[src/sal_pkg.sv]
// Package for the shared-line serial converter control block.
// Assumes a single system clock; the serial clock is sampled as a data input.
package sal_pkg;
  // Result and edge bookkeeping
  localparam int RES_W = 12;
  localparam int CNT_W = 6;
  localparam logic [CNT_W-1:0] FALL_DRIVE = 6'h04;   // Falling edge that takes the line and starts hold
  localparam logic [CNT_W-1:0] CONV_CYCLES = 6'h0c;  // Shift clock cycles per conversion
  localparam logic [CNT_W-1:0] FALL_MSB = FALL_DRIVE + 6'h01;
  localparam logic [CNT_W-1:0] FALL_LAST = FALL_DRIVE + CONV_CYCLES;
  localparam logic [CNT_W-1:0] FALL_REV_END = FALL_LAST + 6'h0b;
  localparam logic [CNT_W-1:0] FALL_SAT = 6'h3f;
  // Rising-edge index of configuration bits after the start bit
  localparam logic [1:0] RISE_MODE = 2'h0;
  localparam logic [1:0] RISE_CHAN = 2'h1;
  localparam logic [1:0] RISE_ORDER = 2'h2;
  localparam int BUF_DEPTH = 2;

  typedef enum logic [1:0] {
    SAL_WAIT_START = 2'b00,
    SAL_CONFIG = 2'b01,
    SAL_XFER = 2'b10
  } sal_state_e;

  typedef struct packed {
    logic input_mode_select;  // 1 single-ended, 0 differential
    logic channel_select;     // Channel one, or positive side in differential mode
    logic bit_order_select;   // 1 zeros after result, 0 reversed copy follows
  } sal_cfg_s;

  localparam sal_cfg_s CFG_RESET = 3'h0;
endpackage

[src/sal_serial_adc_ctrl.sv]
// Serial port and conversion sequencing of a 12-bit sampling converter.
// Assumes cs_n, sclk and din are synchronous to clk and sclk is far slower than clk.
`timescale 1ns/1ps
`default_nettype none
module sal_serial_adc_ctrl #(
  parameter int RES_W = sal_pkg::RES_W
) (
  input wire logic clk,
  input wire logic reset,
  input wire logic cs_n,
  input wire logic sclk,
  input wire logic din,
  output logic dout,
  output logic dout_oe,
  output logic powered,
  output logic sample_en,
  output logic hold,
  output logic bias_en,
  output logic conv_start,
  output sal_pkg::sal_cfg_s cfg,
  input wire logic res_valid,
  output logic res_ready,
  input wire logic [RES_W-1:0] res_data
);

  // Picks the bit launched on falling edge n of the result phase
  function automatic logic out_bit(input logic [RES_W-1:0] w, input logic [sal_pkg::CNT_W-1:0] n,
                                   input logic msb_only);
    logic [sal_pkg::CNT_W-1:0] idx;
    idx = '0;
    out_bit = 1'b0;
    if (n >= sal_pkg::FALL_MSB && n <= sal_pkg::FALL_LAST) begin
      idx = sal_pkg::FALL_LAST - n;
      out_bit = w[idx[3:0]];
    end else if (!msb_only && n > sal_pkg::FALL_LAST && n <= sal_pkg::FALL_REV_END) begin
      idx = n - sal_pkg::FALL_LAST;
      out_bit = w[idx[3:0]];
    end
  endfunction

  sal_pkg::sal_state_e state_reg;
  sal_pkg::sal_cfg_s cfg_reg;
  logic sclk_q;
  logic [1:0] rcnt_reg;
  logic [sal_pkg::CNT_W-1:0] fcnt_reg;
  logic [RES_W-1:0] word_reg;
  logic dout_reg, oe_reg, powered_reg, sample_reg, hold_reg, start_reg;
  // Two-entry result buffer; holds words while the serial side is busy
  logic [RES_W-1:0] buf_mem [0:sal_pkg::BUF_DEPTH-1];
  logic wr_ptr, rd_ptr;
  logic [1:0] buf_cnt;

  // Edge detection and per-edge decode; nothing but the buffer push acts while chip select is high
  wire active = !cs_n;
  wire rise = active && sclk && !sclk_q;
  wire fall = active && !sclk && sclk_q;
  wire [sal_pkg::CNT_W-1:0] fcnt_inc = (fcnt_reg == sal_pkg::FALL_SAT) ? fcnt_reg : fcnt_reg + 6'h01;
  wire counting = state_reg != sal_pkg::SAL_WAIT_START;
  wire take_line = fall && counting && fcnt_inc == sal_pkg::FALL_DRIVE;
  wire load_word = fall && counting && fcnt_inc == sal_pkg::FALL_MSB;
  wire conv_done = fall && counting && fcnt_inc == sal_pkg::FALL_LAST;
  wire buf_empty = buf_cnt == 2'h0;
  wire pop = load_word && !buf_empty;
  wire push = res_valid && res_ready;
  wire [RES_W-1:0] head = buf_mem[rd_ptr];
  wire [RES_W-1:0] cur_word = load_word ? (buf_empty ? '0 : head) : word_reg;
  wire dout_next = out_bit(cur_word, fcnt_inc, cfg_reg.bit_order_select);

  assign res_ready = buf_cnt != 2'h2;
  assign dout = dout_reg;
  assign dout_oe = oe_reg;
  assign powered = powered_reg;
  assign sample_en = sample_reg;
  assign hold = hold_reg;
  assign bias_en = hold_reg;  // Bias and comparator live only during hold
  assign conv_start = start_reg;
  assign cfg = cfg_reg;

  // Buffer keeps its words across frames so a late result is not dropped
  always_ff @(posedge clk) begin
    if (reset) begin
      wr_ptr <= 1'b0;
      rd_ptr <= 1'b0;
      buf_cnt <= 2'h0;
    end else begin
      if (push) begin
        buf_mem[wr_ptr] <= res_data;
        wr_ptr <= !wr_ptr;
      end
      if (pop) begin
        rd_ptr <= !rd_ptr;
      end
      buf_cnt <= buf_cnt + {1'b0, push} - {1'b0, pop};
    end
  end

  // Power follows chip select directly
  always_ff @(posedge clk) begin
    if (reset) begin
      powered_reg <= 1'b0;
      sclk_q <= 1'b0;
    end else begin
      powered_reg <= !cs_n;
      sclk_q <= sclk;
    end
  end

  // Serial sequencer; chip select high acts as a reset of the frame
  always_ff @(posedge clk) begin
    if (reset || cs_n) begin
      state_reg <= sal_pkg::SAL_WAIT_START;
      cfg_reg <= sal_pkg::CFG_RESET;
      rcnt_reg <= 2'h0;
      fcnt_reg <= '0;
      word_reg <= '0;
      dout_reg <= 1'b0;
      oe_reg <= 1'b0;
      sample_reg <= 1'b0;
      hold_reg <= 1'b0;
      start_reg <= 1'b0;
    end else begin
      start_reg <= take_line;
      if (rise) begin
        case (state_reg)
          sal_pkg::SAL_WAIT_START: begin
            if (din) begin
              state_reg <= sal_pkg::SAL_CONFIG;
            end
          end
          sal_pkg::SAL_CONFIG: begin
            rcnt_reg <= rcnt_reg + 2'h1;
            if (rcnt_reg == sal_pkg::RISE_MODE) begin
              cfg_reg.input_mode_select <= din;
            end
            if (rcnt_reg == sal_pkg::RISE_CHAN) begin
              cfg_reg.channel_select <= din;
              sample_reg <= 1'b1;
            end
            if (rcnt_reg == sal_pkg::RISE_ORDER) begin
              cfg_reg.bit_order_select <= din;
              state_reg <= sal_pkg::SAL_XFER;
            end
          end
          sal_pkg::SAL_XFER: begin
            state_reg <= sal_pkg::SAL_XFER;  // Further input ignored
          end
          default: begin
            state_reg <= sal_pkg::SAL_WAIT_START;
          end
        endcase
      end
      if (fall && counting) begin
        fcnt_reg <= fcnt_inc;
        dout_reg <= dout_next;
        if (load_word) begin
          word_reg <= cur_word;  // Empty buffer yields a zero word rather than a stall
        end
        if (take_line) begin
          oe_reg <= 1'b1;
          dout_reg <= 1'b0;
          sample_reg <= 1'b0;
          hold_reg <= 1'b1;
        end
        if (conv_done) begin
          hold_reg <= 1'b0;
        end
      end
    end
  end
endmodule
`default_nettype wire

[config.mk]
export PLATFORM = sky130hd
export DESIGN_NAME = sal_serial_adc_ctrl
export DESIGN_NICKNAME = d
export VERILOG_FILES = /design/src/sal_pkg.sv /design/src/sal_serial_adc_ctrl.sv
export SDC_FILE = /design/constraint.sdc
export NUM_CORES = 1
export LEC_CHECK = 0
export ABC_AREA = 1
export BUFFER_PORTS_ARGS = -buffer_cell sky130_fd_sc_hd__clkbuf_2
export CAP_MARGIN = 20
export CORE_MARGIN = 2
export CORE_UTILIZATION = 45
export CTS_BUF_LIST = sky130_fd_sc_hd__clkbuf_2
export CTS_CLUSTER_DIAMETER = 30
export DETAILED_ROUTE_END_ITERATION = 8
export SYNTH_ARGS = -nofsm -noshare
export SYNTH_HDL_FRONTEND = slang
export SYNTH_SLANG_ARGS = --single-unit
[constraint.sdc]
create_clock -name clk -period 2.95 [get_ports clk]
set_input_delay 0.295 -clock clk [delete_from_list [all_inputs] [get_ports clk]]
set_output_delay 0.295 -clock clk [all_outputs]
set_load 0.03 [all_outputs]
==> summary.txt, run 1 <==
Clocking
  – H-tree Lvls: 3
  – Clock Sinks: between 60 and 70
  – Clk root buf: clkbuf_2
  – CTS Buffer Depth: 2
  – Clock Latency Late Sink: around 0.50 ns
  – Clock-pin slew on the worst setup and hold paths: roughly 0.17 ns
  – CTS tree: done
  – TritonCTS buffer count: 9

Global routing
  – Vias in the first global route: 2236
  – Global-route wire length before repair: 10.3 mm
  – GRT overflow: 0
  – Antenna violations before repair: 0
  – Gr usage total: 17.8%
  – Largest net degree at the start of global routing: 21

Drt
  – Via total after detailed routing: around 2400
  – Pre-antenna DRT Iters: 4
  – Final ANT Viol Nets: 0
  – Drt first-iter violations: between 100 and 150
  – Remaining routing DRC violations: 0
  – Mean number of vias per cell: approximately 4.9
  – Final wirelength: 6.11 mm
  – Wirelength per Cell: between 10 and 15 µm

Critical path
  – Setup crit start: fcnt_reg[1]
  – CP max FO: 5
  – R2R Setup Slk: roughly 0.31 ns
  – CP Capture Type: flip-flop
  – RR Endpoint: dout
  – Worst r2r src: fcnt_reg[1]
  – CP Data Required Time: between 3 and 4 ns
  – FF-to-FF path depth: 17
  – CP endpoint: dout
  – CP Data Arrival Time: a little over 3 ns
  – Startpoint Class: flip-flop
  – Type of the worst setup path: flip-flop to flip-flop

Placement
  – Global placement routability congestion: between 0.8 and 0.9
  – Placed wire-length estimate: ~4.3 mm
  – Placed Area: between 0.003 and 0.004 mm²
  – IO Port Bufs: 28
  – Placed Cells: between 400 and 500

Power and ir drop
  – Pwr dens: roughly 430 mW/mm²
  – Leakage: roughly 1.5 nW
  – Total power: 1.53 mW
  – Peak supply drop: 324 µV

Synth
  – Yosys reg bits: a little over 60
  – Prevailing post-synth register cell: dfxtp_1
  – Post-synthesis sequential area ratio: between 40% and 50%
  – Syn_nets: 383
  – Synth top area cells: dfxtp_1, edfxtp_1, nand2_1, nand3_1, inv_1
  – Post-synth EDFFs: 24
  – Post-Synthesis Cell Area: a little over 0.003 mm²
  – Yosys top cell by area: dfxtp_1
  – Yosys top cell area share: between 20% and 30%
  – Avg Inst Size Synth: about 8.6 µm²
  – Mapped Cells: roughly 350
  – Cell variety after synth: 37
  – Post-synth ARST share: 0%
  – YS warnings: 0

Timing
  – Tightest Pin Transition: between 0.6 and 0.7 ns
  – Tmin final: 2.64 ns
  – Worst rel slew slack: around 54%
  – Max Clock Skew: 0.0273 ns
  – Hold WS: roughly 0.034 ns
  – F_max: about 380 MHz
  – Period Utilization, post-route: 89.4%
  – Setup violations, final: 0
  – Final Max Slew Viols: 0
  – Final hold violation count: 0
  – TNS Setup: 0 ns
  – RSZ-0062 raised after global routing: no

Die
  – Num ports: 29
  – Starting density of the core: roughly 47%
  – Die ar.: roughly 0.0074 mm²
  – Core area: about 0.0065 mm²
  – Die Y: ~86 µm
  – # rows: 29
  – Die X: 86.2 µm

Final layout
  – Commonest non-fill, non-tap cells in the layout: nand2_1, inv_1, nand3_1, clkbuf_2, dfxtp_1
  – Final instance area: around 0.0035 mm²
  – Syn-to-layout area delta: 15.9%
  – Number of flip-flops in the largest register: 24
  – Layout Cells excl Fill: a little under 500
  – Commonest non-fill, non-tap cell in the layout: nand2_1
  – Antenna cells: 0
  – Layout cell share with drive strength beyond 1: around 23%
  – Final nets: about 430

Status
  – Status: completed

Job
  – Max Cap Violations: 0

Min path
  – Hold Crit Class: input port to flip-flop
==> area by class of cell <==
class,instances,area (µm²)
clock inverter,6,63.8
tap,77,96.3
inverter,50,188
fill,642,2940
multi-input combinational,233,1330
timing repair buffer,49,328
clock buffer,10,50.0
sequential,61,1460
==> report_power, final <==
| group | switching [mW] | leakage [nW] | internal [mW] | total, mW |
|---|---|---|---|---|
| Combinational | 0.0652 | 0.957 | 0.0448 | 0.110 |
| Sequential | 0.00609 | 0.520 | 0.897 | 0.903 |
| Clock | 0.317 | 0.0679 | 0.197 | 0.514 |
==> worst min-delay path by stage <==
stage / end / startpoint / slack, ns / cells past startpoint
3_5_place_dp: flip-flop / rd_ptr / 0.45 / 1
3_3_place_gp: rd_ptr / rd_ptr / 0.44 / 1
6_report: sclk_q / sclk / 0.03 / 3
5_1_grt: buf_cnt[0] / reset / 0.05 / 2
4_1_cts: sclk_q / sclk / 0.01 / 3
2_1_floorplan: buf_mem[0][0] / res_data[0] / 0.39 / 0
==> cell usage after synthesis, drive strengths merged (2+ instances only) <==
cell type   n
ha         11
buf         4
xor2        3
a21oi      21
nand4       5
nand3      44
nand2      69
edfxtp     24
nor2       34
or2        12
nor3        4
o211ai     10
inv        49
dfxtp      37
o21ai      12
o21bai      2
clkbuf      6
==> stage by stage <==
stage	utilization [%]	setup WS (ns)
6_report	54.5	0.312
3_3_place_gp	50.5	0.388
4_1_cts	54.1	0.242
3_5_place_dp	50.5	0.287
2_1_floorplan	-	0.537
5_1_grt	54.5	0.0378
==> routing by layer <==
layer	global-route usage, %	part of all wire (%)
met3	5.05	4.1
met1	22.9	48
met4	6.39	1.5
met2	29.0	47
met5	0	0
==> critical path, cell delays in order (launching register included) <==
cell	delay, ns
dfxtp_1	0.41
ha_1	0.19
nand2_2	0.11
nor2_8	0.19
inv_2	0.06
o21ai_2	0.21
inv_1	0.12
ha_1	0.26
or2_2	0.32
nand2_1	0.08
inv_1	0.05
nor2_1	0.09
nand3_1	0.08
nand2_1	0.08
inv_2	0.03
a21oi_1	0.12
nand2_1	0.08
a21oi_2	0.10
==> cell families after synthesis <==
| logic type | Yosys count | synth area share [%] |
|---|---|---|
| buf+inv | 60 | 8.07 |
| fa+ha+maj | 11 | 4.53 |
| xor+xnor | 3 | 1.48 |
| flops | 61 | 48.1 |
| simple gates | 170 | 28.0 |
| compound gates | 49 | 9.84 |
==> repair_timing <==
| action | in CTS | in global routing |
|---|---|---|
| gates resized for setup | 0 | 1 |
| endpoints found under the hold margin | 24 | 0 |
| setup buffers | 0 | 3 |
| setup endpoints to repair | 0 | 1 |
| hold buffers | 12 | 0 |
No activity file was read; power rests on OpenSTA's default activity.
==> run 2: changes to the inputs <==
- GPL_TIMING_DRIVEN: unset -> 0
- MAX_ROUTING_LAYER: unset -> met4
- PLACE_DENSITY: unset -> 0.62
==> summary.txt, run 2 (same netlist as run 1, synthesis figures left out) <==
Timing
  – Final Max Slew Viols: 0
  – Setup violations, final: 0
  – F_max: between 300 and 400 MHz
  – Worst rel slew slack: about a third
  – Period Utilization, post-route: between 90 and 100%
  – Hold WS: 0.0585 ns
  – Final hold violation count: 0
  – Tightest Pin Transition: 0.977 ns
  – Max Clock Skew: about 0.018 ns
  – RSZ-0062 raised after global routing: no
  – Tmin final: between 2 and 3 ns
  – Post-route setup slack: between 0.2 and 0.3 ns
  – TNS Setup: 0 ns

Drt
  – Via total after detailed routing: ~2400
  – Final wirelength: 5.89 mm
  – Wirelength per Cell: 12.0 µm
  – Mean number of vias per cell: around 5
  – Final ANT Viol Nets: 0
  – Drt first-iter violations: roughly 140
  – Remaining routing DRC violations: 0
  – Pre-antenna DRT Iters: 4

Die
  – Starting density of the core: between 40 and 50%
  – Die ar.: 0.00743 mm²
  – # rows: 29
  – Num ports: 29
  – Die Y: around 86 µm
  – Core area: about 0.0065 mm²
  – Die X: ~86 µm

Critical path
  – Setup crit start: fcnt_reg[0]
  – CP dominant cell by count: nand2_1
  – Worst stage delay on the critical path: ~0.41 ns
  – CP Capture Type: flip-flop
  – Worst r2r src: fcnt_reg[0]
  – CP max FO: 8
  – Startpoint Class: flip-flop
  – CP Data Required Time: about 3.4 ns
  – Worst-path cell with the longest stage delay: dfxtp_2
  – Type of the worst setup path: flip-flop to flip-flop
  – Cell family with most CP delay: simple AND/OR/NAND/NOR gates
  – Cells along the critical path: ha_1 > nand2_2 > nor2_8 > xor2_4 > inv_2 > ha_1 > or2_2 > nand2_1 > inv_1 > nor2_1 > nand3_1 > nand2_1 > inv_2 > a21oi_1 > nand2_1 > a21oi_2
  – Crit path buf inv count: 3
  – CP Data Arrival Time: 3.11 ns

Global routing
  – Largest net degree at the start of global routing: 13
  – Global-route wire length before repair: 10.1 mm
  – Gr usage total: between 10% and 20%
  – Vias in the first global route: 2267
  – Antenna violations before repair: 0
  – GRT overflow: 0

Clocking
  – Clk root buf: clkbuf_2
  – CTS tree: done
  – Clock Sinks: 61
  – Clock Latency Late Sink: 0.50 ns
  – CTS Buffer Depth: 2
  – H-tree Lvls: 3
  – TritonCTS buffer count: 9
  – Clock-pin slew on the worst setup and hold paths: between 0.15 and 0.2 ns

Power and ir drop
  – Cell Int Power: about 1.1 mW
  – NetSw: 0.400 mW
  – Flop pwr share: 62.3%
  – Leakage: 1.52 nW
  – Comb pwr share: 7.5%
  – Clock Power Share: 30.2%
  – Total power: between 1 and 1.5 mW
  – Pwr dens: 410 mW/mm²
  – Switching part of the total power: 27.6%
  – Peak supply drop: approximately 290 µV

Final layout
  – Final nets: around 440
  – Layout cell share with drive strength beyond 1: a little under a quarter
  – Commonest non-fill, non-tap cells in the layout: nand2_1, inv_1, nand3_1, dfxtp_1, clkbuf_2
  – Number of flip-flops in the largest register: 24
  – Syn-to-layout area delta: 16.3%
  – Layout Cells excl Fill: 490
  – Antenna cells: 0
  – Commonest non-fill, non-tap cell in the layout: nand2_1

Placement
  – Placed wire-length estimate: 4.29 mm
  – IO Port Bufs: 27
  – Placed Cells: between 400 and 500
  – Global placement routability congestion: between 0.8 and 0.9
  – Place WS: around 0.17 ns

Min path
  – Hold Crit Class: input port to flip-flop
  – Hold Startpoint: din

Job
  – Max Cap Violations: 0

Status
  – Status: completed
-- run 2: cell types whose count changed in the layout (fill, tap and decap cells not counted), sizes merged --
cell | previous run | this run
bufinv | 1 | 0
buf | 9 | 8
clkbuf | 38 | 42
clkinvlp | 2 | 3
clkinv | 4 | 5
-- run 2: path summary, 6_finish.rpt --
check	to	slack [ns]	cells past startpoint
worst max-delay path	dout	0.29	16
worst min-delay path	cfg[1]	0.06	3
worst max register to register	dout	0.29	16
worst min register to register	rd_ptr	0.48	1
-- run 2: per-layer routing --
layer | track usage, % | wire length (µm) | vias up
met5 | - | 0 | -
met4 | 8.38 | 125 | 0
met3 | 3.52 | 197 | 14
met2 | 27.6 | 2750 | 48
met1 | 22.9 | 2820 | 1090
li1 | - | - | 1280
-- run 2: area by class of cell --
type / count / area (µm²)
plain buffers: 10 / 57.6
clock buffers: 9 / 45.0
clock inverters: 7 / 52.6
fillers: 624 / 2920
inverters: 50 / 188
multi-input cells: 233 / 1350
flip-flops and latches: 61 / 1460
well taps: 77 / 96.3
repair buffers: 43 / 285
-- run 2: repair_timing --
| item | in CTS | in global routing |
|---|---|---|
| hold buffers | 12 | 0 |
| endpoints found under the setup margin | 0 | 2 |
| hold endpoints to repair | 24 | 0 |
| resized for setup | 0 | 3 |
| setup buffers | 0 | 4 |
-- run 2: stage by stage --
| step | instance area, µm² | utilization [%] |
|---|---|---|
| final | 3540 | 54.7 |
| after global placement | 3270 | 50.6 |
| after detailed placement | 3280 | 50.7 |
| after CTS | 3490 | 54.1 |
| after global routing | 3540 | 54.7 |
| after floorplan | 3040 | - |
-- run 2: tightest hold or removal path, delay by kind of cell --
| kind | cells | cell delay [ns] |
|---|---|---|
| AO/OA/AOI/OAI | 1 | 0.05 |
| AND/OR/NAND/NOR | 1 | 0.07 |
| buffers and inverters | 1 | 0.12 |
-- run 2: power groups by stage --
stage          Clock (mW)  Combinational, mW  Sequential, mW
6_report            0.439              0.109           0.904
5_1_grt             0.487              0.123           0.906
4_1_cts             0.451              0.109           0.904
3_5_place_dp            0             0.0966           0.922
3_3_place_gp            0             0.0936           0.922
2_1_floorplan           0             0.0603           0.922
==> run 3: changes to the inputs <==
- PLACE_DENSITY: 0.62 -> unset
==> summary.txt, run 3 (same netlist as run 1, synthesis figures left out) <==
Status
  – Status: completed

Clocking
  – CTS Buffer Depth: 2
  – CTS tree: done
  – Clock Sinks: about 60
  – Clock Latency Late Sink: ~0.49 ns
  – Clk root buf: clkbuf_2
  – H-tree Lvls: 3
  – TritonCTS buffer count: 9
  – Clock-pin slew on the worst setup and hold paths: 0.18 ns

Placement
  – Placed wire-length estimate: 4.48 mm
  – IO Port Bufs: 27
  – Global placement routability congestion: around 0.87

Critical path
  – CP Capture Type: flip-flop
  – CP endpoint: dout
  – RR Endpoint: dout
  – Worst-path cell with the longest stage delay: dfxtp_1
  – Cells along the critical path: ha_1 > nand2_2 > nor2_8 > inv_2 > o21ai_2 > inv_1 > ha_1 > or2_2 > nand2_1 > inv_1 > nor2_1 > nand3_1 > nand2_1 > inv_2 > a21oi_1 > nand2_1 > a21oi_2
  – CP Data Required Time: ~3.4 ns
  – R2R Setup Slk: ~0.22 ns
  – CP Data Arrival Time: around 3.2 ns
  – Cell family with most CP delay: simple AND/OR/NAND/NOR gates
  – Type of the worst setup path: flip-flop to flip-flop
  – Crit path buf inv count: 4
  – Worst r2r src: fcnt_reg[1]
  – CP max FO: 5
  – Setup crit start: fcnt_reg[1]
  – FF-to-FF path depth: 17
  – Worst stage delay on the critical path: 0.42 ns
  – Instance count on the critical path: 17
  – CP dominant cell by count: nand2_1
  – Startpoint Class: flip-flop

Drt
  – Drt first-iter violations: 120
  – Via total after detailed routing: 2394
  – Final wirelength: 6.14 mm
  – Final ANT Viol Nets: 0
  – Wirelength per Cell: 12.5 µm
  – Remaining routing DRC violations: 0
  – Mean number of vias per cell: 4.89
  – Pre-antenna DRT Iters: 4

Die
  – Num ports: 29
  – Die X: ~86 µm
  – Die Y: between 80 and 90 µm
  – Starting density of the core: 47.1%
  – Die ar.: approximately 0.0074 mm²
  – Core area: 0.00646 mm²
  – # rows: 29

Timing
  – Period Utilization, post-route: ~92%
  – Setup violations, final: 0
  – Final Max Slew Viols: 0
  – Final hold violation count: 0
  – Tightest Pin Transition: 0.975 ns
  – RSZ-0062 raised after global routing: no
  – Max Clock Skew: ~0.0089 ns
  – Tmin final: approximately 2.7 ns
  – TNS Setup: 0 ns
  – F_max: between 300 and 400 MHz
  – Worst rel slew slack: 34.8%

Final layout
  – Filler cells: roughly 600
  – Commonest non-fill, non-tap cell in the layout: nand2_1
  – Multi-input gate area in the final layout: roughly 0.0013 mm²
  – Register area: 0.00146 mm²
  – Number of flip-flops in the largest register: 24
  – Syn-to-layout area delta: 17.7%
  – Commonest non-fill, non-tap cells in the layout: nand2_1, inv_1, nand3_1, clkbuf_2, dfxtp_1
  – Final Core Density: between 50% and 60%
  – Final nets: roughly 440
  – Layout cell share with drive strength beyond 1: approximately 22%
  – Antenna cells: 0

Global routing
  – GRT overflow: 0
  – Global-route wire length before repair: a little over 10 mm
  – Largest net degree at the start of global routing: 13
  – Vias in the first global route: 2186
  – Gr usage total: about 19%
  – Antenna violations before repair: 0

Power and ir drop
  – Leakage: about 1.5 nW
  – Pwr dens: 453 mW/mm²
  – Peak supply drop: 265 µV

Job
  – Max Cap Violations: 0

Min path
  – Hold Crit Class: input port to flip-flop
-- run 3: cell types whose count changed in the layout (fill, tap and decap cells not counted) --
cell	before	now
clkinvlp_4	3	2
buf_4	5	4
bufinv_16	0	2
nor2_2	1	0
nor2_1	29	30
clkbuf_2	36	37
buf_6	2	3
clkinv_4	3	1
-- run 3: area by class of cell --
| class | count | share of cell area [%] |
|---|---|---|
| well taps | 77 | 2.69 |
| multi-input cells | 233 | 37.6 |
| clock buffers | 10 | 1.40 |
| inverters | 50 | 5.25 |
| flip-flops and latches | 61 | 40.9 |
| repair buffers | 43 | 8.08 |
| clock inverters | 6 | 2.45 |
| plain buffers | 10 | 1.61 |
-- run 3: repair_timing --
item	CTS	global route
hold buffers	12	0
endpoints found under the setup margin	0	2
buffers inserted	0	3
hold endpoints to repair	24	0
gates resized for setup	0	2
-- run 3: report_power, final --
| part | switching [mW] | internal, mW |
|---|---|---|
| logic | 0.0656 | 0.0439 |
| clock network | 0.324 | 0.282 |
| registers | 0.00691 | 0.897 |
| total | 0.396 | 1.22 |
-- run 3: worst min path at each step --
stage | from | endpoint | slack (ns) | cells after the start
global route | res_valid | wr_ptr | 0.04 | 3
finish | din | cfg[1] | 0.07 | 3
global placement | rd_ptr | rd_ptr | 0.44 | 1
detailed placement | rd_ptr | flip-flop | 0.45 | 1
floorplan | res_data[0] | buf_mem[0][0] | 0.39 | 0
CTS | sclk | sclk_q | 0.03 | 3
-- run 3: per-layer routing --
metal	vias up	wire length (µm)	GRT usage, %
met5	-	0	-
met4	0	104	7.67
met3	10	195	3.71
met2	36	2830	28.2
met1	1067	3010	24.3
li1	1281	-	-
-- run 3: tightest hold or removal path, stage by stage --
cell and delay (ns):
clkbuf_2 0.11, nand2_1 0.07, a21oi_1 0.05
-- run 3: stage by stage --
stage	power, mW	setup WS [ns]	std cells	hold slack (ns)	area, µm²
floorplan	0.982	0.537	354	0.394	3040
global placement	1.02	0.163	458	0.441	3270
detailed placement	1.02	0.140	459	0.447	3290
CTS	1.63	0.108	487	0.0316	3540
global route	1.69	0.0210	490	0.0366	3580
finish	1.62	0.222	490	0.0696	3580
